File: src/rtl/xis_regs.svh
/*
 * Constants of the extended stack instruction decoder: opcodes, fields,
 * reset values and the indirect-access address window.
 * Assumes a 12-bit data address space and a 21-bit program counter.
 */
`ifndef XIS_REGS_SVH
`define XIS_REGS_SVH

`define XIS_OP_ADD_PTR    8'he8
`define XIS_OP_SUB_PTR    8'he9
`define XIS_OP_PUSH_LIT   8'hea
`define XIS_OP_MOVE_IDX   8'heb
`define XIS_OP_CALL_WORK  16'h0014
`define XIS_SEL_RETURN    2'h3
`define XIS_STACK_PTR     2'h2
`define XIS_RET_STEP      21'h000002
`define XIS_PTR_RST       12'h000
`define XIS_PC_RST        21'h000000

// Indirect-access registers: page f, five per pointer from each base
`define XIS_IND_PAGE      4'hf
`define XIS_IND_BASE0     8'heb
`define XIS_IND_BASE1     8'he3
`define XIS_IND_BASE2     8'hdb
`define XIS_IND_SPAN      8'h04

`endif

File: src/rtl/xis_pkg.sv
/*
 * Types of the extended stack instruction decoder.
 * Assumes xis_regs.svh is on the include path.
 */
package xis_pkg;

	typedef enum logic [3:0] {
		XIS_ST_IDLE    = 4'b0001,
		XIS_ST_MOVE2   = 4'b0010,
		XIS_ST_MOVE_WR = 4'b0100,
		XIS_ST_NOP     = 4'b1000
	} xis_state_e;

	typedef struct packed {
		logic        valid;
		logic [20:0] addr;
	} xis_pc_s;

	typedef struct packed {
		logic        valid;
		logic        we;
		logic [11:0] addr;
		logic [7:0]  data;
	} xis_mem_s;

endpackage : xis_pkg

File: src/rtl/xis_agen.sv
/*
 * Indexed address generator: stack pointer plus 7-bit offset, with a flag
 * for addresses that land on an indirect-access register.
 * Purely combinational; the caller registers what it needs.
 */
`timescale 1ns/1ns
`default_nettype none
`include "xis_regs.svh"

module xis_agen (
	input  wire logic [11:0] base,     // Stack pointer value
	input  wire logic [6:0]  offset,   // Unsigned offset
	output logic      [11:0] addr,     // Resulting data address
	output logic             indirect  // Address is an indirect register
);

	function automatic logic in_win(input logic [7:0] lo, input logic [7:0] b);
		in_win = (lo >= b) && (lo <= 8'(b + `XIS_IND_SPAN));
	endfunction : in_win

	// Wraps in 12 bits
	assign addr = 12'(base + {5'h00, offset});
	assign indirect = (addr[11:8] == `XIS_IND_PAGE)
		&& (in_win(addr[7:0], `XIS_IND_BASE0) || in_win(addr[7:0], `XIS_IND_BASE1)
		|| in_win(addr[7:0], `XIS_IND_BASE2));

endmodule : xis_agen

`default_nettype wire

File: src/rtl/xis_decoder.sv
/*
 * Extended stack instruction decoder: decodes and executes the five
 * extended instructions, owns the three pointer registers.
 * Assumes a same-clock fetch path, a data memory that returns read data the
 * cycle after a read request is presented, and a core that ignores its own
 * decode while ext_hit_q or busy_q is high.
 */
`timescale 1ns/1ns
`default_nettype none
`include "xis_regs.svh"

module xis_decoder (
	input  wire logic                   clk_sys,       // Core clock
	input  wire logic                   rst_n,         // Async reset, low
	input  wire logic                   ext_enable,    // Extended set enable bit
	input  wire logic                   instr_valid,   // Instruction word present
	input  wire logic [15:0]            instr,         // Instruction word
	input  wire logic [20:0]            pc_cur,        // Counter of current word
	input  wire logic [7:0]             work_reg,      // Working register
	input  wire logic [7:0]             pc_hi_latch,   // Counter high latch
	input  wire logic [7:0]             pc_up_latch,   // Counter upper latch
	input  wire logic [20:0]            ret_top,       // Return stack top
	input  wire logic [7:0]             mem_rdata,     // Data memory read data
	output var  logic [2:0][11:0]       ptr_q,         // Pointer registers 0..2
	output var  xis_pkg::xis_pc_s       pc_load_q,     // Counter load request
	output var  xis_pkg::xis_pc_s       ret_push_q,    // Return stack push
	output var  logic                   ret_pop_q,     // Return stack pop
	output var  xis_pkg::xis_mem_s      mem_req_q,     // Data memory request
	output var  logic                   ext_hit_q,     // Extended op accepted
	output var  logic                   busy_q         // Later cycles pending
);
	import xis_pkg::*;

	xis_state_e       state_q, state_d;
	logic [2:0][11:0] ptr_d;
	xis_pc_s          pc_load_d, ret_push_d;
	xis_mem_s         mem_req_d;
	logic             ret_pop_d;
	logic             idx_mode_q, idx_mode_d;
	logic             src_ind_q, src_ind_d;
	logic             dst_ind_q, dst_ind_d;
	logic [11:0]      dst_q, dst_d;

	function automatic logic [11:0] ptr_step(input logic [11:0] p,
		input logic [5:0] k, input logic sub);
		// Carry and borrow above bit 11 are dropped
		ptr_step = sub ? 12'(p - {6'h00, k}) : 12'(p + {6'h00, k});
	endfunction : ptr_step

	wire       idle      = (state_q == XIS_ST_IDLE);
	wire       take      = instr_valid && ext_enable && idle;
	wire       is_add    = (instr[15:8] == `XIS_OP_ADD_PTR);
	wire       is_sub    = (instr[15:8] == `XIS_OP_SUB_PTR);
	wire       is_push   = (instr[15:8] == `XIS_OP_PUSH_LIT);
	wire       is_move   = (instr[15:8] == `XIS_OP_MOVE_IDX);
	wire       is_call   = (instr == `XIS_OP_CALL_WORK);
	wire [1:0] sel       = instr[7:6];
	wire [5:0] lit6      = instr[5:0];
	wire       is_ret    = (sel == `XIS_SEL_RETURN);
	// Select 3 is redirected to the stack pointer
	wire [1:0] ptr_idx   = is_ret ? `XIS_STACK_PTR : sel;
	wire       is_ext    = is_add || is_sub || is_push || is_move || is_call;

	logic [11:0] idx_addr;
	logic        idx_ind;

	// Both words keep their offset in bits 6:0 and pointer 2 is stable between them
	xis_agen xis_agen_i (
		.base     (ptr_q[`XIS_STACK_PTR]),
		.offset   (instr[6:0]),
		.addr     (idx_addr),
		.indirect (idx_ind)
	);

	// Status flags have no path out of this block
	always_comb begin
		state_d    = state_q;
		ptr_d      = ptr_q;
		pc_load_d  = '0;
		ret_push_d = '0;
		ret_pop_d  = 1'b0;
		mem_req_d  = '0;
		idx_mode_d = idx_mode_q;
		src_ind_d  = src_ind_q;
		dst_ind_d  = dst_ind_q;
		dst_d      = dst_q;
		case (state_q)
			XIS_ST_IDLE: begin
				if (take && (is_add || is_sub)) begin
					ptr_d[ptr_idx] = ptr_step(ptr_q[ptr_idx], lit6, is_sub);
					if (is_ret) begin
						pc_load_d = '{valid: 1'b1, addr: ret_top};
						ret_pop_d = 1'b1;
						state_d   = XIS_ST_NOP;
					end
				end else if (take && is_push) begin
					mem_req_d = '{valid: 1'b1, we: 1'b1,
						addr: ptr_q[`XIS_STACK_PTR], data: instr[7:0]};
					ptr_d[`XIS_STACK_PTR] = ptr_step(ptr_q[`XIS_STACK_PTR], 6'h01, 1'b1);
				end else if (take && is_call) begin
					ret_push_d = '{valid: 1'b1, addr: 21'(pc_cur + `XIS_RET_STEP)};
					pc_load_d  = '{valid: 1'b1,
						addr: {pc_up_latch[4:0], pc_hi_latch, work_reg}};
					state_d    = XIS_ST_NOP;
				end else if (take && is_move) begin
					mem_req_d  = '{valid: 1'b1, we: 1'b0, addr: idx_addr, data: 8'h00};
					src_ind_d  = idx_ind;
					idx_mode_d = instr[7];
					state_d    = XIS_ST_MOVE2;
				end
			end
			XIS_ST_MOVE2: begin
				// Second word carries the destination
				if (instr_valid) begin
					dst_d     = idx_mode_q ? idx_addr : instr[11:0];
					dst_ind_d = idx_mode_q && idx_ind;
					state_d   = XIS_ST_MOVE_WR;
				end
			end
			XIS_ST_MOVE_WR: begin
				// An indirect destination in indexed mode turns the write into a no-operation
				mem_req_d = '{valid: !dst_ind_q, we: 1'b1, addr: dst_q,
					data: src_ind_q ? 8'h00 : mem_rdata};
				state_d   = XIS_ST_IDLE;
			end
			XIS_ST_NOP: begin
				// Discarded fetch slot while the new counter takes effect
				state_d = XIS_ST_IDLE;
			end
			default: begin
				state_d = XIS_ST_IDLE;
			end
		endcase
	end

	always_ff @(posedge clk_sys or negedge rst_n) begin
		if (!rst_n) begin
			state_q    <= XIS_ST_IDLE;
			ptr_q      <= {3{`XIS_PTR_RST}};
			pc_load_q  <= '0;
			ret_push_q <= '0;
			ret_pop_q  <= 1'b0;
			mem_req_q  <= '0;
			ext_hit_q  <= 1'b0;
			busy_q     <= 1'b0;
		end else begin
			state_q    <= state_d;
			ptr_q      <= ptr_d;
			pc_load_q  <= pc_load_d;
			ret_push_q <= ret_push_d;
			ret_pop_q  <= ret_pop_d;
			mem_req_q  <= mem_req_d;
			ext_hit_q  <= take && is_ext;
			busy_q     <= (state_d != XIS_ST_IDLE);
		end
	end

	always_ff @(posedge clk_sys or negedge rst_n) begin
		if (!rst_n) begin
			idx_mode_q <= 1'b0;
			src_ind_q  <= 1'b0;
			dst_ind_q  <= 1'b0;
			dst_q      <= `XIS_PTR_RST;
		end else begin
			idx_mode_q <= idx_mode_d;
			src_ind_q  <= src_ind_d;
			dst_ind_q  <= dst_ind_d;
			dst_q      <= dst_d;
		end
	end
endmodule : xis_decoder

`default_nettype wire

File: config.mk
export PLATFORM = sky130hd
export DESIGN_NAME = xis_decoder
export DESIGN_NICKNAME = d
export VERILOG_FILES = /design/src/rtl/xis_pkg.sv /design/src/rtl/xis_agen.sv /design/src/rtl/xis_decoder.sv
export VERILOG_INCLUDE_DIRS = /design/src /design/src/rtl
export SDC_FILE = /design/constraint.sdc
export NUM_CORES = 1
export LEC_CHECK = 0
export BUFFER_PORTS_ARGS = -buffer_cell sky130_fd_sc_hd__buf_2
export CAP_MARGIN = 30
export CORE_AREA = 2 2 136 138
export DETAILED_ROUTE_END_ITERATION = 12
export DIE_AREA = 0 0 138 140
export HOLD_SLACK_MARGIN = 0.03
export SLEW_MARGIN = 20
export SYNTH_ARGS = -nofsm -noshare
export SYNTH_HDL_FRONTEND = slang
export SYNTH_SLANG_ARGS = --single-unit
File: constraint.sdc
create_clock -name clk_sys -period 3.8 [get_ports clk_sys]
set_input_delay 0.19 -clock clk_sys [delete_from_list [all_inputs] [get_ports clk_sys]]
set_output_delay 0.19 -clock clk_sys [all_outputs]
set_load 0.05 [all_outputs]
==> qor.yml, run 1 <==
cts:
  cts_resized: 0
  htreeDepth: 4
  path_clk_slew_ns: 0.06
  numCtsBuffers: 17
  insertion_delay_ns: 0.43
  clkSinkCount: 124
  tritoncts: "done"
  ctsLongestPathBuffers: 2
  post-cts-setup-buffer-count: 0
  cts_root_buffer: "clkbuf_16"
  postCtsHoldBufs: 58
place:
  gp_congestion: 0.884
  numPortBuffers: 195
  dp_hpwl_um: 13700
  placed_cell_area_um2: 7840
critical_path:
  cpMostUsedCell: "a21oi_1"
  startpoint_type: "flip-flop"
  r2r_start: "ptr_q[12]$_DFFE_PN0P_"
  worstPathArrival_ns: 3.47
  crit_type: "reg -> reg"
  required_ns: 4.11
  cpMaxStageDelayCell: "dfrtp_1"
  end_kind: "flip-flop"
  worstSetupStartpoint: "ptr_q[12]$_DFFE_PN0P_"
  path_max_fanout: 3
  cp_slowest_stage_delay_ns: 0.41
  path_cells: "mux2i_1 > nor2_1 > a21oi_1 > ha_1 > inv_1 > fa_1 > a21o_1 > a211oi_1 > o21ai_0 > a31o_2 > a21oi_1 > xnor2_1 > a221o_1"
logic_synthesis:
  yosys_warnings: 0
  synth-main-ff-cell: "dfrtp_1"
  ys_ff_latch: 124
  yosysTopAreaCell: "dfrtp_1"
  synth_top_cell_area_share: 0.462
  syn-mean-instance-area_um2: 10.1
  synth_area_um2: 6670
  synth.area.top_cells: "dfrtp_1 (46%), mux2i_1 (4.5%), ha_1 (3.9%)"
  yosysUniqueCellTypes: 64
  synth_edf_count: 0
  syn_inst: 657
  async_flop_share: 1.00
  syn_nets: 774
  synth-seq-area-share: 0.466
hold_path:
  hold_class: "in -> reg"
  holdCritStartpoint: "pc_cur[7]"
final_layout:
  area_delta_synth_final_pct: 34.8
  fin_area_um2: 8990
  layout-drive-gt1-share: 0.302
  nets: 1018
  n_antenna_cell: 0
route:
  ant_nets: 0
  drt_iter0_drc: 301
  vias: 5772
  routedWlPerCell_um: 16.6
  wirelength_um: 19000
  first_pass_iters: 4
  drc_errors: 0
  vias_per_cell: 5.05
pwr:
  ir_worst_vdd_uv: 295
  seqPwrFrac: 0.410
  powerDensity_nw_per_um2: 368
  p_sw_mw: 0.901
  combPwrFrac: 0.123
  clock_power_share: 0.467
  leakagePower_nw: 4.58
  p_sw_frac: 0.272
  intPower_mw: 2.41
run:
  drv_cap: 0
floorplan:
  core_um2: 17800
  pin_count: 199
  die_w_um: 138
  die-area_um2: 19300
  die_height_um: 140
  initial_core_util: 0.375
  num_rows: 49
timing:
  setup_violations: 0
  tns_ns: 0
  fmaxAchievable_mhz: 316
  drv_slew: 0
  hold_violations: 0
  worst_pin_slew_ns: 0.874
  slew_headroom: 0.413
  fin_crit_ns: 3.16
  rsz0062_at_grt: "false"
  clock_skew_ns: 0.0102
  finalCritPeriodShare: 0.832
status:
  outcome: "completed"
global_route:
  grt_pass1_vias: 5880
  gr-usage-all-layers: 0.200
  antenna_found_initial: 0
  grt_first_pass_wirelength_um: 30800
  grt_max_degree: 65
  grt_overflow: 0
==> power by group through the flow <==
| stage | Combinational [mW] | Clock, mW | Sequential, mW |
|---|---|---|---|
| finish | 0.406 | 1.54 | 1.36 |
| global route | 0.450 | 1.65 | 1.36 |
| CTS | 0.406 | 1.59 | 1.36 |
| detailed placement | 0.373 | 0 | 1.38 |
| global placement | 0.369 | 0 | 1.38 |
| floorplan | 0.195 | 0 | 1.41 |
==> Yosys cell counts (all sizes together) (2+ instances only) <==
cell	instances
xnor2	25
nand4	8
dfrtp	123
and2	6
nor4b	4
o311ai	2
a31o	2
nor2	52
fa	2
clkbuf	22
o22ai	2
a21oi	22
nor3	11
nand2	67
ha	21
o41ai	4
o21ai	53
xor2	20
a31oi	2
a221o	2
mux2	21
a211oi	3
mux2i	30
a22oi	2
nor2b	4
a22o	28
or3	3
nand3	22
buf	17
o31ai	5
or2	7
a21o	7
and3	9
inv	16
nand2b	8
nor4	3
o211ai	5
o21a	3
==> logic make-up after synthesis <==
family                     share of synthesized area
muxes                                         0.0844
DFF                                            0.466
adders and majority gates                     0.0454
buffers and inverters                         0.0375
and+or+nand+nor                                0.158
AOI/OAI and AO/OA                              0.150
xor gates and xnor gates                      0.0591
==> layout by cell type (no fill, tap or decap), types with 3 or more instances in the layout <==
| cell | count |
|---|---|
| clkbuf_16 | 17 |
| buf_4 | 11 |
| nand2b_1 | 8 |
| clkinv_4 | 4 |
| o21a_1 | 3 |
| dfrtp_1 | 123 |
| a21oi_1 | 22 |
| xor2_1 | 20 |
| o41ai_1 | 3 |
| clkinvlp_4 | 4 |
| nand2_1 | 67 |
| a21o_1 | 7 |
| nand3_1 | 21 |
| nor2b_1 | 4 |
| o31ai_1 | 5 |
| nor2_1 | 52 |
| o21ai_0 | 52 |
| nor3_1 | 9 |
| mux2_2 | 14 |
| mux2_4 | 7 |
| inv_1 | 16 |
| a211oi_1 | 3 |
| or3_1 | 3 |
| a22o_1 | 28 |
| ha_1 | 21 |
| nand4_1 | 8 |
| inv_6 | 4 |
| and3_1 | 9 |
| and2_1 | 6 |
| xnor2_1 | 25 |
| dlygate4sd3_1 | 58 |
| buf_2 | 194 |
| o211ai_1 | 5 |
| or2_2 | 5 |
| mux2i_1 | 30 |
==> area by class of cell <==
class | count | area [µm²]
Clock buffer | 17 | 425
Fill cell | 1687 | 8790
Multi-Input combinational cell | 478 | 3320
Timing Repair Buffer | 264 | 1650
Tap cell | 229 | 287
Inverter | 16 | 60.1
Sequential cell | 124 | 3100
Clock inverter | 15 | 140
==> worst max-delay path, delay by kind of cell, from the launching register on <==
| family | cells | cell delay, ns |
|---|---|---|
| flops | 1 | 0.41 |
| xor+xnor | 1 | 0.13 |
| simple gates | 1 | 0.06 |
| buf+inv | 1 | 0.05 |
| fa+ha+maj | 2 | 0.58 |
| mux | 1 | 0.14 |
| compound gates | 7 | 1.68 |
==> flip-flops by register name, summed over array words and instances, names as in the netlist <==
name,count
busy_q,1
dst_ind_q,1
dst_q,12
ext_hit_q,1
idx_mode_q,1
mem_req_q,22
pc_load_q,22
ptr_q,36
ret_pop_q,1
ret_push_q,22
src_ind_q,1
state_q,4
==> stage by stage <==
stage / util / hold WS (ns) / setup WS (ns) / cells / total power, mW
global placement: 0.441 / 0.318 / 0.473 / 1053 / 1.75
floorplan: - / -0.106 / 0.436 / 657 / 1.60
finish: 0.506 / 0.0418 / 0.640 / 1143 / 3.31
global route: 0.506 / 0.0604 / 0.490 / 1143 / 3.46
CTS: 0.506 / 0.0305 / 0.667 / 1143 / 3.35
detailed placement: 0.441 / 0.315 / 0.432 / 1053 / 1.75
==> routing by layer <==
layer  up-vias  global-route usage  share of wire
met2       156               0.330           0.49
met1      2772               0.261           0.45
met3        23              0.0472          0.047
met4         0              0.0682          0.018
li1       2821                   -              -
met5         -                   0              0
==> worst paths after layout <==
kind | cells past startpoint | end | slack [ns]
worst max register to register | 13 | ptr_q[34]$_DFFE_PN0P_ | 0.64
max in group asynchronous | 3 | state_q[0]$_DFF_PN1_ | 2.57
worst max-delay path | 13 | ptr_q[34]$_DFFE_PN0P_ | 0.64
worst min register to register | 2 | dst_q[0]$_DFFE_PN0P_ | 0.48
min in group asynchronous | 2 | ptr_q[4]$_DFFE_PN0P_ | 0.38
worst min-delay path | 3 | ret_push_q[7]$_DFF_PN0_ | 0.04
No activity file was read; power rests on OpenSTA's default activity.
==> run 2: changes to the inputs <==
ABC_AREA = 1   (was unset)
CORE_AREA = 2 2 139 141   (was 2 2 136 138)
DIE_AREA = 0 0 141 143   (was 0 0 138 140)
clock period = 3 ns   (was 3.8 ns; I/O delays follow)
==> qor.yml, run 2 <==
route:
  first_pass_iters: 5  # +1
  vias_per_cell: 5.09  # +0.88%
  drt_iter0_drc: 553  # +84%
  wirelength_um: 24400  # +28%
  vias: 7122  # +23%
  drc_errors: 0  # unchanged
  routedWlPerCell_um: 17.5  # +4.9%
  ant_nets: 0  # unchanged
timing:
  finalCritPeriodShare: 0.897  # +0.0654
  rsz0062_at_grt: "false"
  slew_headroom: 0.478  # +0.0658
  tns_ns: 0  # unchanged
  hold_violations: 0  # unchanged
  worst_pin_slew_ns: 0.775  # -0.0993 ns
  fin_crit_ns: 2.69  # -0.469 ns
  fmaxAchievable_mhz: 372  # +17%
  clock_skew_ns: 0.00719  # -0.00299 ns
  setup_violations: 0  # unchanged
  hold_slack_ns: 0.0381  # -0.00366 ns
  drv_slew: 0  # unchanged
logic_synthesis:
  syn-mean-instance-area_um2: 7.94  # -22%
  yosysUniqueCellTypes: 46  # -28%
  synth_top_cell_area_share: 0.443  # -0.0188
  syn_nets: 992  # +28%
  ys_ff_latch: 124  # unchanged
  synth.area.top_cells: "dfrtp_1 (44%), nand2_1 (11%), inv_1 (6.5%)"
  synth_commonest_cells: "nand2_1 (207), dfrtp_1 (123), inv_1 (121)"
  synth_edf_count: 0  # unchanged
  async_flop_share: 1.00  # unchanged
  yosysTopAreaCell: "dfrtp_1"
  yosys_warnings: 0  # unchanged
  yosysMostFrequentCell: "nand2_1"
  synth_area_um2: 6950  # +4.2%
  synth-seq-area-share: 0.447  # -0.0189
  synth-main-ff-cell: "dfrtp_1"
  syn_inst: 875  # +33%
final_layout:
  fillers: 1814  # +7.5%
  top_register: "ptr_q"
  regArea_um2: 3100  # unchanged
  layout_commonest_cell: "nand2_1"
  n_antenna_cell: 0  # unchanged
  area_delta_synth_final_pct: 35.9
  nets: 1268  # +25%
  layout-drive-gt1-share: 0.235  # -0.0674
  multi_input_area_um2: 3230  # -2.6%
  final_cell_mix: "nand2_1 (207), buf_2 (194), dfrtp_1 (123)"
  largest_reg_flops: 36  # unchanged
run:
  drv_cap: 0  # unchanged
global_route:
  grt_max_degree: 80  # +23%
  gr-usage-all-layers: 0.239  # +0.0391
  antenna_found_initial: 0  # unchanged
  grt_pass1_vias: 6772  # +15%
  grt_first_pass_wirelength_um: 37000  # +20%
  grt_overflow: 0  # unchanged
critical_path:
  path_cells: "nand3_1 > nor2_1 > nand2_1 > nor2_4 > nand2_4 > nor2_4 > a22o_1 > dlygate4sd3_1"
  rrSetupSlack_ns: 0.31  # -0.33 ns
  cp_slowest_stage_delay_ns: 0.56  # +0.15 ns
  r2r-end: "pc_load_q[2]$_DFF_PN0_"
  worstSetupEndpoint: "pc_load_q[2]$_DFF_PN0_"
  cpLargestDelayFamily: "simple AND/OR/NAND/NOR gates"
  path_depth: 8  # -5
  worstPathArrival_ns: 3.05  # -0.42 ns
  worst-r2r-cell-count: 8  # -5
  crit_type: "reg -> reg"
  startpoint_type: "flip-flop"
  cpMostUsedCell: "nor2_4"
  r2r_start: "state_q[0]$_DFF_PN1_"
  end_kind: "flip-flop"
  path_max_fanout: 22  # +19
  worstSetupStartpoint: "state_q[0]$_DFF_PN1_"
  critPathBufInv: 1  # unchanged
  required_ns: 3.35  # -0.76 ns
  cpMaxStageDelayCell: "dlygate4sd3_1"
pwr:
  powerDensity_nw_per_um2: 466  # +27%
  ir_worst_vdd_uv: 402  # +36%
  leakagePower_nw: 5.23  # +14%
floorplan:
  die_height_um: 143  # +2.1%
  die_w_um: 141  # +2.2%
  core_um2: 18600  # +4.5%
  die-area_um2: 20200  # +4.4%
  num_rows: 50  # +2.0%
  initial_core_util: 0.374  # -0.000944
  pin_count: 199  # unchanged
cts:
  numCtsBuffers: 17  # unchanged
  clkSinkCount: 124  # unchanged
  ctsLongestPathBuffers: 2  # unchanged
  insertion_delay_ns: 0.42  # about the same
  tritoncts: "done"
  path_clk_slew_ns: 0.06  # about the same
  htreeDepth: 4  # unchanged
  post-cts-setup-buffer-count: 0  # unchanged
  cts_root_buffer: "clkbuf_16"
place:
  dp_hpwl_um: 17900  # +30%
  gp_congestion: 0.942  # +6.6%
  numPortBuffers: 195  # unchanged
status:
  outcome: "completed"
hold_path:
  hold_class: "in -> reg"
[run 2: changes by cell type after synthesis, sizes merged, moves of 9 or more]
cell | before | now
a21oi | 22 | 47
xnor2 | 25 | 2
xor2 | 20 | 11
mux2 | 21 | 0
nand2 | 67 | 210
nand3 | 22 | 55
clkbuf | 22 | 11
o221ai | 1 | 15
nor2 | 52 | 85
inv | 16 | 127
mux2i | 30 | 0
nand4 | 8 | 18
o22ai | 2 | 15
[run 2: layer usage]
| layer | wire [µm] | vias up | track usage |
|---|---|---|---|
| li1 | - | 3461 | - |
| met1 | 11000 | 3362 | 0.331 |
| met2 | 11600 | 243 | 0.377 |
| met3 | 1120 | 56 | 0.0396 |
| met4 | 724 | 0 | 0.0968 |
| met5 | 0 | - | 0 |
[run 2: worst min-delay path, delay by kind of cell]
kind | cells | cell delay [ns]
buffers and inverters | 1 | 0.10
AND/OR/NAND/NOR | 1 | 0.09
AO/OA/AOI/OAI | 1 | 0.08
[run 2: cell families (layout without fill, tap and decap cells)]
| group | count (synthesis) | after routing | share of synthesized area |
|---|---|---|---|
| simple gates | 394 | 394 | 0.253 |
| fa+ha+maj | 23 | 23 | 0.0436 |
| flops | 124 | 124 | 0.447 |
| xor+xnor | 13 | 13 | 0.0164 |
| buf+inv | 152 | 441 | 0.0884 |
| compound gates | 169 | 169 | 0.152 |
[run 2: cell type report]
class                      count  area share
clock buffer                  17      0.0450
clock inverter                15      0.0121
inverter                     128      0.0511
multi-input combinational    599       0.342
sequential                   124       0.329
tap                          234      0.0310
timing repair buffer         281       0.190
[run 2: worst min path at each step]
stage	startpoint	to	slack, ns	cells after the start
after floorplan	rst_n	busy_q$_DFF_PN0_	-0.15	0
after detailed placement	rst_n	ptr_q[0]$_DFFE_PN0P_	0.25	1
after global placement	rst_n	ptr_q[7]$_DFFE_PN0P_	0.24	1
after global routing	pc_cur[7]	ret_push_q[8]$_DFF_PN0_	0.06	3
final	pc_cur[13]	ret_push_q[14]$_DFF_PN0_	0.04	3
after CTS	pc_cur[13]	ret_push_q[14]$_DFF_PN0_	0.03	3
[run 2: metrics by stage]
stage | power [mW] | instances | util | setup WS, ns | cell area, µm²
2_1_floorplan | 2.18 | 875 | - | 0.548 | 6950
3_3_place_gp | 2.48 | 1300 | 0.444 | 0.271 | 8240
3_5_place_dp | 2.48 | 1300 | 0.444 | 0.271 | 8240
4_1_cts | 4.42 | 1398 | 0.508 | 0.318 | 9440
5_1_grt | 4.59 | 1398 | 0.508 | 0.130 | 9440
6_report | 4.40 | 1398 | 0.508 | 0.309 | 9440
[run 2: timing repair]
item,4_1_cts,5_1_grt
endpoints found under the hold margin,120,0
hold buffers,66,0
gates resized for setup,0,0
[run 2: where the power goes]
| group | switching, mW | internal, mW | leakage (nW) |
|---|---|---|---|
| Sequential | 0.0283 | 1.69 | 1.64 |
| Clock | 0.835 | 1.06 | 0.253 |
| Combinational | 0.516 | 0.265 | 3.34 |
